`src/lhb_pkg.sv`:
```
package lhb_pkg;
   // ----------------------------------------------------------------
   // Widths and byte layout
   // ----------------------------------------------------------------
   localparam int DATA_W = 8;
   localparam int NIB_W = 4;
   localparam int SYNC_W = 11;
   localparam int FIFO_DEPTH = 8;
   localparam int FIFO_W = 9;
   // Function-set instruction: code in bits 7..5, data-length flag in bit 4
   localparam logic [2:0] FSET_CODE = 3'h1;
   localparam int FSET_HI = 7;
   localparam int FSET_LO = 5;
   localparam int FSET_DL = 4;
   // Control byte on the two-wire port: register select in bit 6
   localparam int CTRL_RS_BIT = 6;
   // Slave address: arbitrary value, adjust to the board
   localparam logic [6:0] SLAVE_ADDR = 7'h3B;
   localparam logic [3:0] BITS_PER_BYTE = 4'h8;
   localparam logic [3:0] BIT_ONE = 4'h1;
   localparam logic [3:0] BIT_ZERO = 4'h0;
   localparam logic [7:0] OE_ALL_OFF = 8'hFF;
   localparam logic [7:0] OE_ALL_ON = 8'h00;
   localparam logic [7:0] OE_UPPER_ON = 8'h0F;
   localparam logic [3:0] NIB_ZERO = 4'h0;

   // ----------------------------------------------------------------
   // Two-wire slave states
   // ----------------------------------------------------------------
   typedef enum logic [2:0] {
      I2_IDLE = 3'b000,
      I2_ADDR = 3'b001,
      I2_ACKA = 3'b010,
      I2_WR = 3'b011,
      I2_ACKW = 3'b100,
      I2_RD = 3'b101,
      I2_MACK = 3'b110
   } lhb_i2c_t;
endpackage

```
`src/lhb_host_if.sv`:
```
`timescale 1ns/1ns

// ----------------------------------------------------------------
// Byte FIFO between the host ports and the controller core
// ----------------------------------------------------------------
module lhb_fifo #(
   parameter int W = 9,
   parameter int DEPTH = 8
) (
   input wire logic clk,
   input wire logic rst,
   input wire logic in_valid,
   output logic in_ready,
   input wire logic [W-1:0] in_data,
   output logic out_valid,
   input wire logic out_ready,
   output logic [W-1:0] out_data
);
   localparam int AW = $clog2(DEPTH);
   localparam logic [AW:0] FULL_CNT = (AW+1)'(DEPTH);
   localparam logic [AW:0] ONE_CNT = (AW+1)'(1);

   logic [W-1:0] mem_r [DEPTH];
   logic [AW-1:0] wp_r;
   logic [AW-1:0] rp_r;
   logic [AW:0] cnt_r;
   logic [AW:0] cnt_nxt;
   wire push = in_valid && in_ready;
   wire pop = out_valid && out_ready;

   function automatic logic [AW-1:0] ptr_inc(input logic [AW-1:0] p);
      ptr_inc = (p == AW'(DEPTH - 1)) ? '0 : p + AW'(1);
   endfunction

   // Count moves only when one side acts alone
   assign cnt_nxt = (push && !pop) ? cnt_r + ONE_CNT :
                    (pop && !push) ? cnt_r - ONE_CNT : cnt_r;
   assign out_data = mem_r[rp_r];

   // Storage has no reset; contents are qualified by the count
   always_ff @(posedge clk) begin
      if (push) begin
         mem_r[wp_r] <= in_data;
      end
   end

   // Pointers and registered flags
   always_ff @(posedge clk or posedge rst) begin
      if (rst) begin
         wp_r <= '0;
         rp_r <= '0;
         cnt_r <= '0;
         in_ready <= 1'b1;
         out_valid <= 1'b0;
      end else begin
         if (push) wp_r <= ptr_inc(wp_r);
         if (pop) rp_r <= ptr_inc(rp_r);
         cnt_r <= cnt_nxt;
         in_ready <= (cnt_nxt != FULL_CNT);
         out_valid <= (cnt_nxt != '0);
      end
   end
endmodule

module lhb_host_if
   import lhb_pkg::*;
(
   input wire logic REF_CLK,
   input wire logic RST,
   input wire logic E,
   input wire logic REGISTER_SELECT,
   input wire logic RW,
   input wire logic [DATA_W-1:0] PARALLEL_DATA_LINES_I,
   output logic [DATA_W-1:0] PARALLEL_DATA_LINES_O,
   output logic [DATA_W-1:0] PARALLEL_DATA_LINES_OE_N,
   input wire logic SCL_I,
   input wire logic SDA_I,
   output logic SDA_O,
   output logic SDA_OE_N,
   input wire logic [DATA_W-1:0] RD_DATA,
   output logic FOUR_BIT,
   output logic BUSY,
   output logic RX_VALID,
   input wire logic RX_READY,
   output logic [DATA_W-1:0] RX_DATA,
   output logic RX_RS
);
   // ----------------------------------------------------------------
   // Input synchronisers
   // ----------------------------------------------------------------
   logic [SYNC_W-1:0] par_s1_r;
   logic [SYNC_W-1:0] par_s2_r;
   logic e_q_r;
   logic [1:0] i2_s1_r;
   logic [1:0] i2_s2_r;
   logic [1:0] i2_q_r;

   always_ff @(posedge REF_CLK or posedge RST) begin
      if (RST) begin
         par_s1_r <= '0;
         par_s2_r <= '0;
         e_q_r <= 1'b0;
         i2_s1_r <= 2'b11;
         i2_s2_r <= 2'b11;
         i2_q_r <= 2'b11;
      end else begin
         par_s1_r <= {E, REGISTER_SELECT, RW, PARALLEL_DATA_LINES_I};
         par_s2_r <= par_s1_r;
         e_q_r <= par_s2_r[SYNC_W-1];
         i2_s1_r <= {SCL_I, SDA_I};
         i2_s2_r <= i2_s1_r;
         i2_q_r <= i2_s2_r;
      end
   end

   // ----------------------------------------------------------------
   // Parallel port decode
   // ----------------------------------------------------------------
   wire e_s = par_s2_r[SYNC_W-1];
   wire rs_s = par_s2_r[SYNC_W-2];
   wire rw_s = par_s2_r[SYNC_W-3];
   wire [DATA_W-1:0] db_s = par_s2_r[DATA_W-1:0];
   wire e_fall = e_q_r && !e_s;
   wire wr_fire = e_fall && !rw_s;
   logic four_bit_r;
   logic hi_phase_r;
   logic [NIB_W-1:0] hi_nib_r;
   // Lower lines are ignored in four-bit mode
   wire [DATA_W-1:0] par_byte = four_bit_r ? {hi_nib_r, db_s[DATA_W-1:NIB_W]} : db_s;
   wire byte_done = wr_fire && (!four_bit_r || !hi_phase_r);
   wire is_fset = byte_done && !rs_s && (par_byte[FSET_HI:FSET_LO] == FSET_CODE);
   wire [NIB_W-1:0] rd_nib = hi_phase_r ? RD_DATA[DATA_W-1:NIB_W] : RD_DATA[NIB_W-1:0];
   wire rd_drive = e_s && rw_s;

   // Bus width, nibble phase and high-nibble holding register
   always_ff @(posedge REF_CLK or posedge RST) begin
      if (RST) begin
         four_bit_r <= 1'b0;
         hi_phase_r <= 1'b1;
         hi_nib_r <= '0;
      end else begin
         if (wr_fire && four_bit_r && hi_phase_r) hi_nib_r <= db_s[DATA_W-1:NIB_W];
         if (is_fset) begin
            four_bit_r <= !par_byte[FSET_DL];
            hi_phase_r <= 1'b1;
         end else if (e_fall && four_bit_r) begin
            hi_phase_r <= !hi_phase_r;
         end
      end
   end

   // Read drive; in four-bit mode only the upper lines, nibble by phase
   always_ff @(posedge REF_CLK or posedge RST) begin
      if (RST) begin
         PARALLEL_DATA_LINES_O <= '0;
         PARALLEL_DATA_LINES_OE_N <= OE_ALL_OFF;
      end else if (rd_drive && four_bit_r) begin
         PARALLEL_DATA_LINES_O <= {rd_nib, NIB_ZERO};
         PARALLEL_DATA_LINES_OE_N <= OE_UPPER_ON;
      end else if (rd_drive) begin
         PARALLEL_DATA_LINES_O <= RD_DATA;
         PARALLEL_DATA_LINES_OE_N <= OE_ALL_ON;
      end else begin
         PARALLEL_DATA_LINES_O <= '0;
         PARALLEL_DATA_LINES_OE_N <= OE_ALL_OFF;
      end
   end

   // ----------------------------------------------------------------
   // Two-wire slave
   // ----------------------------------------------------------------
   lhb_i2c_t st_r;
   logic [DATA_W-1:0] sh_r;
   logic [3:0] cnt_r;
   logic rd_mode_r;
   logic first_r;
   logic i2_rs_r;
   logic fifo_in_ready;
   wire scl_s = i2_s2_r[1];
   wire sda_s = i2_s2_r[0];
   wire scl_rise = scl_s && !i2_q_r[1];
   wire scl_fall = !scl_s && i2_q_r[1];
   wire start_c = scl_s && i2_q_r[0] && !sda_s;
   wire stop_c = scl_s && !i2_q_r[0] && sda_s;
   wire byte_end = scl_fall && (cnt_r == BITS_PER_BYTE);
   wire addr_hit = (sh_r[DATA_W-1:1] == SLAVE_ADDR);
   wire i2_push = (st_r == I2_WR) && byte_end && !first_r;

   // Open-drain data: the block only ever pulls low, and SCL is input only
   // so no internal operation can stretch the clock
   always_ff @(posedge REF_CLK or posedge RST) begin
      if (RST) begin
         st_r <= I2_IDLE;
         sh_r <= '0;
         cnt_r <= '0;
         rd_mode_r <= 1'b0;
         first_r <= 1'b0;
         i2_rs_r <= 1'b0;
         SDA_OE_N <= 1'b1;
      end else if (start_c) begin
         st_r <= I2_ADDR;
         cnt_r <= '0;
         first_r <= 1'b1;
         SDA_OE_N <= 1'b1;
      end else if (stop_c) begin
         st_r <= I2_IDLE;
         SDA_OE_N <= 1'b1;
      end else begin
         unique case (st_r)
            I2_IDLE: begin
            end
            I2_ADDR, I2_WR: begin
               if (scl_rise) begin
                  sh_r <= {sh_r[DATA_W-2:0], sda_s};
                  cnt_r <= cnt_r + BIT_ONE;
               end else if (byte_end) begin
                  cnt_r <= '0;
                  if (st_r == I2_ADDR) begin
                     st_r <= addr_hit ? I2_ACKA : I2_IDLE;
                     SDA_OE_N <= !addr_hit;
                     rd_mode_r <= sh_r[0];
                  end else begin
                     st_r <= I2_ACKW;
                     // A full FIFO refuses the byte with no acknowledge
                     SDA_OE_N <= !(first_r || fifo_in_ready);
                     first_r <= 1'b0;
                     if (first_r) i2_rs_r <= sh_r[CTRL_RS_BIT];
                  end
               end
            end
            I2_ACKA: begin
               if (scl_fall && rd_mode_r) begin
                  st_r <= I2_RD;
                  sh_r <= {RD_DATA[DATA_W-2:0], 1'b0};
                  SDA_OE_N <= RD_DATA[DATA_W-1];
                  cnt_r <= BIT_ONE;
               end else if (scl_fall) begin
                  st_r <= I2_WR;
                  SDA_OE_N <= 1'b1;
               end
            end
            I2_ACKW: begin
               if (scl_fall) begin
                  st_r <= I2_WR;
                  SDA_OE_N <= 1'b1;
               end
            end
            I2_RD: begin
               if (byte_end) begin
                  st_r <= I2_MACK;
                  SDA_OE_N <= 1'b1;
                  cnt_r <= BIT_ZERO;
               end else if (scl_fall) begin
                  SDA_OE_N <= sh_r[DATA_W-1];
                  sh_r <= {sh_r[DATA_W-2:0], 1'b0};
                  cnt_r <= cnt_r + BIT_ONE;
               end
            end
            I2_MACK: begin
               if (scl_rise && sda_s) begin
                  st_r <= I2_IDLE;
               end else if (scl_rise) begin
                  cnt_r <= BIT_ONE;
               end else if (scl_fall && cnt_r == BIT_ONE) begin
                  st_r <= I2_RD;
                  sh_r <= {RD_DATA[DATA_W-2:0], 1'b0};
                  SDA_OE_N <= RD_DATA[DATA_W-1];
               end
            end
            default: begin
               st_r <= I2_IDLE;
               SDA_OE_N <= 1'b1;
            end
         endcase
      end
   end

   // ----------------------------------------------------------------
   // Byte FIFO towards the core; the parallel port wins a collision
   // ----------------------------------------------------------------
   wire par_push = byte_done;
   wire fifo_valid = par_push || i2_push;
   wire [FIFO_W-1:0] fifo_din = par_push ? {rs_s, par_byte} : {i2_rs_r, sh_r};
   wire [FIFO_W-1:0] fifo_dout;

   lhb_fifo #(.W(FIFO_W), .DEPTH(FIFO_DEPTH)) u_fifo (
      .clk(REF_CLK),
      .rst(RST),
      .in_valid(fifo_valid),
      .in_ready(fifo_in_ready),
      .in_data(fifo_din),
      .out_valid(RX_VALID),
      .out_ready(RX_READY),
      .out_data(fifo_dout)
   );

   // Status outputs and data out of registers
   always_ff @(posedge REF_CLK or posedge RST) begin
      if (RST) begin
         SDA_O <= 1'b0;
         BUSY <= 1'b0;
         FOUR_BIT <= 1'b0;
         RX_DATA <= '0;
         RX_RS <= 1'b0;
      end else begin
         SDA_O <= 1'b0;
         BUSY <= !fifo_in_ready;
         FOUR_BIT <= four_bit_r;
         RX_DATA <= fifo_dout[DATA_W-1:0];
         RX_RS <= fifo_dout[FIFO_W-1];
      end
   end
endmodule

```
`config.mk`:
```
export PLATFORM = sky130hd
export DESIGN_NAME = lhb_host_if
export DESIGN_NICKNAME = d
export VERILOG_FILES = /design/src/lhb_pkg.sv /design/src/lhb_host_if.sv
export SDC_FILE = /design/constraint.sdc
export NUM_CORES = 1
export LEC_CHECK = 0
export BUFFER_PORTS_ARGS = -buffer_cell sky130_fd_sc_hd__buf_2
export CORE_MARGIN = 2
export CORE_UTILIZATION = 30
export DETAILED_ROUTE_END_ITERATION = 8
export GPL_ROUTABILITY_DRIVEN = 0
export HOLD_SLACK_MARGIN = 0.02
export MAX_ROUTING_LAYER = met4
export SLEW_MARGIN = 10
export SYNTH_ARGS = -nofsm -noshare
export SYNTH_HDL_FRONTEND = slang
export SYNTH_SLANG_ARGS = --single-unit
export TNS_END_PERCENT = 50
```
`constraint.sdc`:
```
create_clock -name REF_CLK -period 4.9 [get_ports REF_CLK]
set_input_delay 0.245 -clock REF_CLK [delete_from_list [all_inputs] [get_ports REF_CLK]]
set_output_delay 0.245 -clock REF_CLK [all_outputs]
set_load 0.05 [all_outputs]
```
[Word-level counts from Yosys, hierarchy flattened]
Memories as Yosys holds them, arrays and structs flattened. A register that Yosys moved wholly into a read port is not among the register bits.
Index checks and enable logic that the tools add are counted.
Storage, ports and cells
  memories: 1
  flip-flop bits (word level): 84
  output and inout bits: 30
  bits of input ports: 24
  memory bits (writable): 72
Memories
  u_fifo.mem_r: depth 8, bits a word 9, rd ports 1, clocked after Yosys merged registers in 1, write ports 1, line lhb_host_if.sv:23  | logic [W-1:0] mem_r [DEPTH];
Operators by class
  $add $sub $neg: 5
  bitwise gates (word level): 4
  multiplexer cells: 65
  eq/ne operators: 38
  reduce and logical (&&, ||, !) cells: 60
Operator list (count)
  $mux W8: 12
  $mux W4: 12
  $mux W3: 13
  $ne A4 B4 Y1 const B: 9
  $pmux W8 S4: 1
  $logic_and A1 B1 Y1: 26
  $mux W1: 22
  $reduce_and A7 Y1: 3
  $ne A2 B2 Y1 const B: 9
  $pmux W3 S6: 1
  $logic_not A1 Y1: 16
  $pmux W4 S4: 1
  $eq A3 B3 Y1 const B: 5
  $ne A5 B5 Y1 const B: 3
  $ne A3 B3 Y1 const B: 4
  $reduce_and A6 Y1: 2
  $reduce_and A10 Y1: 1
  $mux W9: 1
  $add A4 B1 Y4 const B: 2
  $reduce_bool A4 Y1: 2
  $eq A7 B6 Y1 const B: 1
  $add A3 B1 Y3 const B: 2
  $eq A3 B1 Y1 const B: 2
  $eq A3 B2 Y1 const B: 2
  13 further kinds: 20

[Depth between registers and ports, before layout]
Gate-level depths: netlist of run 1.
  depth after elaboration: 12
  mapped depth: 9
  gate-level depth less buffers: 8

[Hierarchy]
A second synthesis of run 1 with hierarchy kept.
Second synthesis, totals
  cells, all modules: 496
  area, all modules: 6831.6 um^2
By module, submodules not included
  lhb_fifo: cells each 189, sequential area each 2463.6 um^2, instances 1, area an instance 3449.6 um^2
  lhb_host_if: cells each 307, sequential area each 1889.3 um^2, instances 1, area an instance 3382.0 um^2

[Worst setup path before layout of run 1]
Ideal clock, no wire load.
  path type: flip-flop to flip-flop
  start point: register i2_q_r[1]
  end point: memory u_fifo.mem_r[2][0], enable pin
  path buffers: 1
  period minus slack after synthesis: 2780 ps
  arrival: 2377 ps
  stages on the path, launching flop included: 6
  setup slack: 2120 ps
  cells stage by stage: dfstp_2 nand2b_1 buf_4 nor4_4 o21ai_1 nor4b_1
Between the ends
  cells in the longest elaborated chain, start to end: 8
RTL lines
  from (decl): line lhb_host_if.sv:96  | logic [1:0] i2_q_r;
  from (signal assigned): line lhb_host_if.sv:112  | i2_q_r <= i2_s2_r;
  $logic_and A1 B1 Y1: line lhb_host_if.sv:182  | wire scl_fall = !scl_s && i2_q_r[1];
  $logic_and A1 B1 Y1: line lhb_host_if.sv:185  | wire byte_end = scl_fall && (cnt_r == BITS_PER_BYTE);
  $logic_and A1 B1 Y1 (2 in series): line lhb_host_if.sv:187  | wire i2_push = (st_r == I2_WR) && byte_end && !first_r;
  $logic_or A1 B1 Y1: line lhb_host_if.sv:282  | wire fifo_valid = par_push || i2_push;
  $logic_and A1 B1 Y1: line lhb_host_if.sv:28  | wire push = in_valid && in_ready;
  $mux W1: line lhb_host_if.sv:42  | if (push) begin
  $mux W1 (not written as such): line lhb_host_if.sv:43  | mem_r[wp_r] <= in_data;
  to (decl): line lhb_host_if.sv:23
No other way between the ends.

[Final worst setup path of run 1]
  start point: register st_r[0]
  end point: memory u_fifo.mem_r[6][5], enable pin
Between the ends
  cells in the longest elaborated chain, start to end: 7
RTL lines
  from (decl): line lhb_host_if.sv:172  | lhb_i2c_t st_r;
  from (signal assigned): line lhb_host_if.sv:219  | st_r <= addr_hit ? I2_ACKA : I2_IDLE;
  $eq A3 B2 Y1: line lhb_host_if.sv:187
  $logic_and A1 B1 Y1 (2 in series): line lhb_host_if.sv:187
  $logic_or A1 B1 Y1: line lhb_host_if.sv:282
  $logic_and A1 B1 Y1: line lhb_host_if.sv:28
  $mux W1: line lhb_host_if.sv:42
  $mux W1 (not written as such): line lhb_host_if.sv:43
No other way between the ends.

==> results of run 1 <==
[power breakdown]
part	switching [W]	total, W	internal, W
combinational	0.000603	0.00103	0.000425
clock	0.000566	0.00130	0.000732
sequential	0.000205	0.00187	0.00166
total	0.00137	0.00419	0.00282
[synth_stat cells, types with 2 or more instances]
library cell	number
o22ai_1	3
buf_1	2
nor2b_1	4
mux2i_1	13
ha_1	9
and3b_1	2
nand4b_1	2
o221ai_2	2
mux4_2	18
a221oi_1	2
a222oi_1	2
buf_2	5
nor4b_1	2
nor3b_1	4
dfstp_2	11
o211ai_1	5
buf_4	9
a21oi_1	11
nand2_1	61
inv_1	15
and2_1	5
o31ai_1	3
or3_1	4
o21ai_0	21
dfrtp_1	76
mux2_2	22
clkbuf_1	12
nor3_1	7
or4_1	2
nor2_1	24
nand3b_1	4
edfxtp_1	72
mux2_1	2
xor2_1	4
and3_1	3
and2b_1	3
o21a_1	2
nand3_1	5
nand2b_1	6
a21o_1	3
[layer usage]
layer	vias to the layer above	GRT usage, %
li1	1885	-
met1	2020	16.3
met2	113	20.0
met3	12	3.49
met4	0	2.93
met5	-	-
[cell type report]
class	count	area share, %
multi-input cells	280	27.2
inverters	15	0.725
clock buffers	18	5.53
flip-flops and latches	159	54.8
well taps	280	4.41
repair buffers	71	5.52
clock inverters	14	1.80
[stage by stage]
| step | setup WS, ps | util (%) | hold slack, ps | area, um^2 | total power (W) |
|---|---|---|---|---|---|
| after global placement | 1880 | 32.9 | 343 | 7200 | 0.00288 |
| after floorplan | 2120 | - | 249 | 6710 | 0.00263 |
| after CTS | 1680 | 36.2 | 50.9 | 7920 | 0.00425 |
| after detailed placement | 1690 | 32.9 | 343 | 7200 | 0.00292 |
| after global routing | 1750 | 36.3 | 59.9 | 7940 | 0.00443 |
| final | 2020 | 36.3 | 66.8 | 7940 | 0.00419 |
[sequential cells by signal, indices dropped and copies added (netlist names), 2 cells and up]
name	count
u_fifo.mem_r	72
par_s1_r	11
par_s2_r	11
PARALLEL_DATA_LINES_O	8
RX_DATA	8
sh_r	8
cnt_r	4
hi_nib_r	4
u_fifo.cnt_r	4
st_r	3
u_fifo.rp_r	3
u_fifo.wp_r	3
PARALLEL_DATA_LINES_OE_N	2
i2_q_r	2
i2_s1_r	2
i2_s2_r	2
[cell families after synthesis]
kind of cell    count (synthesis)  synth area share [%]
mux                            55                  12.0
xor+xnor                        5                 0.653
fa+ha+maj                       9                  1.68
other cells                     1                0.0559
simple gates                  143                  10.7
compound gates                 67                  6.83
flops                         159                  64.9
buf+inv                        44                  3.17
[critical path: stages (launching register included)]
cell and delay (ps):
dfrtp_1 710, nand2b_1 240, nor4_4 300, o21ai_1 240, nor3_1 990
[repair_timing]
action	CTS	global route
gates resized for setup	0	0
hold endpoints to repair	50	0
hold buffers	14	0
[path summary, 6_finish.rpt]
check / slack (ps) / start / depth (start not counted) / to
max: 2020 / st_r[0]$_DFFE_PP0P_ / 4 / u_fifo.mem_r[6][5]$_DFFE_PP_
min: 70 / RD_DATA[3] / 2 / PARALLEL_DATA_LINES_O[3]$_DFF_PP0_
max reg2reg: 2020 / st_r[0]$_DFFE_PP0P_ / 4 / u_fifo.mem_r[6][5]$_DFFE_PP_
min reg2reg: 350 / par_s1_r[7]$_DFF_PP0_ / 0 / par_s2_r[7]$_DFF_PP0_
max in group asynchronous: 3330 / RST / 4 / PARALLEL_DATA_LINES_OE_N[6]$_DFF_PP1_
min in group asynchronous: 500 / RST / 3 / RX_DATA[2]$_DFF_PP0_
==> out/metrics.cfg, run 1 <==
[logic_synthesis]
ys.flop_type=dfrtp_1
yosysUniqueCellTypes=61
synth.avg_cell_area_um2=13.9
yosysSeqAreaShare_pct=64.9
syn-num-nets=516
synth_top_cell_by_area=edfxtp_1
ys_warn_count=0
ys_top_cells_by_area=edfxtp_1 32%, dfrtp_1 28%, mux4_2 6.0%
netlist_area_um2=6710
syn_inst=483
synthArstFlopShare_pct=54.7
ys_ff_latch=159
netlist.area_leader.share_pct=32.2
synth_edf_count=72

[setup_path]
crit_fanout=22
crit_path_start_kind=flop
end_kind=flop
cp.arrival_ps=2900
cp_data_required_time_ps=4930
path_class=reg2reg

[layout]
drive_gt1_share_pct=26.9
regArea_um2=4350
final_common_cell=dfrtp_1
area_delta_synth_final_pct=18.3
final_cell_mix=76 x dfrtp_1, 72 x edfxtp_1, 61 x nand2_1
final_nets=577
multi_input_area_um2=2160
fin_cells=837
nFillCells=2114
antenna_cells=0

[floorplan]
num_io_pins=54
num_rows=54
fp.dieH_um=154
start_util_pct=30.6
die_x_um=154
core_area_um2=21900
dieArea_um2=23600

[clock_network]
cts_sinks=159
clockRootBuffer=clkbuf_16
cts_buffers=17
cts_tree=built
cts_setup_buffers=0
insertion_delay_ps=420
clockBufferDepth=2
clkTransAtPathRegs_ps=70
htree_levels=4

[routing]
finalWirelength_um=13700
highest_layer=met4
wl_met1_um=6190
ant_nets=0
via_per_inst=4.81
drt_pass1_iterations=5
routed-wl-met3_um=576
drtIter0Drc=413
routedWlPerCell_um=16.3
route.met2.wl_um=6790
via_count=4030
post-route-drc-count=0

[timing]
skew_ps=11.3
rsz0062_at_grt=no
worstMarginPinSlew_ps=1160
hold_violations=0
max_freq_ghz=0.347
finalCritPeriodShare_pct=58.7
setup_viol=0
finalSetupTns_ps=0
finalCriticalPeriod_ps=2880
slew_headroom_pct=22.0
slew_viol_final=0

[global_route]
grt_pass1_wl_um=23000
overflow=0
grt_max_degree=46
antenna_found_initial=0
track_usage_pct=12.7
grt_pass1_vias=4248

[power_and_ir_drop]
p_leak_nw=3.13
power.density_nw_per_um2=528
peakVddDrop_mv=0.243

[flow_run]
cap_viol_max_count=0

[placement]
port_buffers=52
dp_hpwl_um=9670
placed_cells=791

[worst_hold_path]
hold_class=in2reg

[status]
outcome=finished clean

No activity file was read; power rests on OpenSTA's default activity.
==> run 2, diff against run 1 <==
clock period = 2.72 ns   (was 4.9 ns; I/O delays follow)
==> run 2 against run 1 <==
Against the previous run: clock power rose by 87%; cell area rose by 3.4%; fmax rose by 13%; count of clock-buffer cells in the layout rose by 1; critical path depth rose by 3; utilization rose by 1.2 points; wire length rose by 0.86%; global-route usage rose by 0.27 points; register-to-register slack got worse by 1900 ps; largest cell class unchanged; sequential power rose by 77%; worst setup slack got worse by 1900 ps; non-clock buffer count rose by 29.
==> out/metrics.cfg, run 2 (synthesis gave the netlist of run 1 again) <==
[global_route]
grt_max_degree=51  ; +11%
use_met3_pct=3.33  ; -0.17 points
grt_pass1_vias=4250  ; +0.047%
grt.busiest_layer=met2
grt_pass1_wl_um=23100  ; +0.42%
use_met1_pct=16.4  ; +0.098 points
antenna_found_initial=0  ; unchanged
use_met2_pct=19.8  ; -0.19 points
overflow=0  ; unchanged
track_usage_pct=12.9  ; +0.27 points

[setup_path]
path_class=reg2reg
crit_fanout=9  ; -59%
path_buf_inv=2  ; +2
critical-path-max-stage-delay_ps=600  ; -390 ps
crit_path_start_kind=flop
crit_family=simple AND/OR/NAND/NOR gates
crit_chain=nand2b_1 > nor4_4 > o21ai_1 > inv_1 > nand2_1 > nor3b_1 > buf_4
cp_data_required_time_ps=2850  ; -2080 ps
crit_slowest_cell=dfstp_2
end_kind=flop
cp.arrival_ps=2680  ; -220 ps

[layout]
final_cell_mix=76 x dfrtp_1, 72 x edfxtp_1, 61 x nand2_1
finish.instance_area_um2=8210  ; +3.4%
fin_cells=866  ; +3.5%
regArea_um2=4350  ; unchanged
area_delta_synth_final_pct=22.3
multi_input_area_um2=2150  ; -0.41%
antenna_cells=0  ; unchanged
nFillCells=2137  ; +1.1%
largest_register_ffs=72  ; unchanged
largest-register=u_fifo.mem_r
top_regs=u_fifo.mem_r (72), par_s1_r (11), par_s2_r (11)
final_nets=606  ; +5.0%
final_common_cell=dfrtp_1
drive_gt1_share_pct=28.8  ; +1.9 points

[timing]
hold_violations=0  ; unchanged
worstMarginPinSlew_ps=643  ; -518 ps
max_freq_ghz=0.392  ; +13%
slew_viol_final=0  ; unchanged
rsz0062_at_grt=no
finalCriticalPeriod_ps=2550  ; -327 ps
skew_ps=10.5  ; -0.768 ps
finalCritPeriodShare_pct=93.8  ; +35 points
slew_headroom_pct=57.0  ; +35 points
setup_viol=0  ; unchanged
setup_ws_ps=169  ; -1850 ps

[power_and_ir_drop]
seq_power_share_pct=42.6  ; -1.9 points
p_int_w=0.00526  ; +87%
peakVddDrop_mv=0.351  ; +44%
clkPwrFrac_pct=31.3  ; +0.3 points
swShare_pct=32.2  ; -0.54 points
p_sw_w=0.00250  ; +82%
p_comb_share_pct=26.1  ; +1.6 points
power.density_nw_per_um2=946  ; +79%
p_leak_nw=3.28  ; +4.7%

[clock_network]
clkTransAtPathRegs_ps=60  ; about the same
cts_sinks=159  ; unchanged
clockBufferDepth=2  ; unchanged
cts_setup_buffers=0  ; unchanged
clockRootBuffer=clkbuf_16
insertion_delay_ps=430  ; about the same
htree_levels=4  ; unchanged
cts_buffers=17  ; unchanged
cts_tree=built

[placement]
placed_cells=812  ; +2.7%
dp_hpwl_um=9890  ; +2.2%
dp_worst_setup_slack_ps=216  ; -1470 ps
port_buffers=52  ; unchanged
post_dp_cell_area_um2=7380  ; +2.4%

[routing]
via_count=4119  ; +2.2%
drtIter0Drc=416  ; +0.73%
drt_pass1_iterations=5  ; unchanged
via_per_inst=4.76  ; -1.2%
ant_nets=0  ; unchanged
post-route-drc-count=0  ; unchanged
routedWlPerCell_um=15.9  ; -2.5%
finalWirelength_um=13800  ; +0.86%

[status]
outcome=finished clean

[floorplan]
core_area_um2=21900  ; unchanged
die_x_um=154  ; unchanged
start_util_pct=30.6  ; unchanged
num_io_pins=54  ; unchanged
fp.dieH_um=154  ; unchanged
dieArea_um2=23600  ; unchanged
num_rows=54  ; unchanged

[flow_run]
cap_viol_max_count=0  ; unchanged

[worst_hold_path]
hold_class=in2reg

run 2: changes by cell type in the layout (fill, tap and decap cells not counted), sizes merged:
cell,change
clkinvlp,+1
dlygate4sd3,+8
bufinv,+1
clkbuf,+1
clkinv,-3
buf,+21
run 2: through the flow:
| step | total power, W | util [%] | hold slack (ps) | TNS (ps) |
|---|---|---|---|---|
| floorplan | 0.00475 | - | 140 | -379 |
| global placement | 0.00529 | 33.7 | 179 | 0 |
| detailed placement | 0.00537 | 33.7 | 196 | 0 |
| CTS | 0.00786 | 37.5 | 36.8 | 0 |
| global route | 0.00820 | 37.5 | 58.7 | 0 |
| finish | 0.00776 | 37.5 | 49.6 | 0 |
run 2: worst register-to-register path, cell delays in order, from the launching register on:
cell      delay [ps]
dfstp_2          600
nand2b_1         270
nor4_4           370
o21ai_1          260
inv_1            170
nand2_1          110
nor3b_1          250
buf_4            230
run 2: layer usage:
metal,up-vias,part of all wire (%)
met4,0,2.4
li1,1939,-
met1,2021,44
met5,-,0
met2,129,48
met3,30,4.9
run 2: final cells by class:
cell class,instances,share of cell area (%)
flip-flops and latches,159,53.0
multi-input cells,280,26.2
repair buffers,100,8.39
clock buffers,19,5.40
well taps,280,4.27
clock inverters,13,2.01
inverters,15,0.701
run 2: path summary, 6_finish.rpt:
check	start	to	slack, ps	cells past startpoint
min in group asynchronous	RST	RX_DATA[1]$_DFF_PP0_	270	3
hold / removal	RD_DATA[4]	PARALLEL_DATA_LINES_O[4]$_DFF_PP0_	50	3
setup / recovery	i2_q_r[1]$_DFF_PP1_	u_fifo.mem_r[5][5]$_DFFE_PP_	170	7
hold reg to reg	par_s1_r[10]$_DFF_PP0_	par_s2_r[10]$_DFF_PP0_	350	0
max in group asynchronous	RST	PARALLEL_DATA_LINES_OE_N[6]$_DFF_PP1_	1770	4
setup reg to reg	i2_q_r[1]$_DFF_PP1_	u_fifo.mem_r[5][5]$_DFFE_PP_	170	7
run 2: power groups by stage:
stage,Combinational (W),Clock [W],Sequential (W)
6_report,0.00202,0.00243,0.00331
3_3_place_gp,0.00195,0,0.00334
2_1_floorplan,0.00119,0,0.00356
5_1_grt,0.00222,0.00262,0.00336
3_5_place_dp,0.00202,0,0.00335
4_1_cts,0.00205,0.00250,0.00331
run 2: repair_timing:
item | in CTS | in global routing
hold buffers | 22 | 0
hold endpoints to repair | 44 | 0
endpoints found under the setup margin | 0 | 0
gates resized for setup | 0 | 0
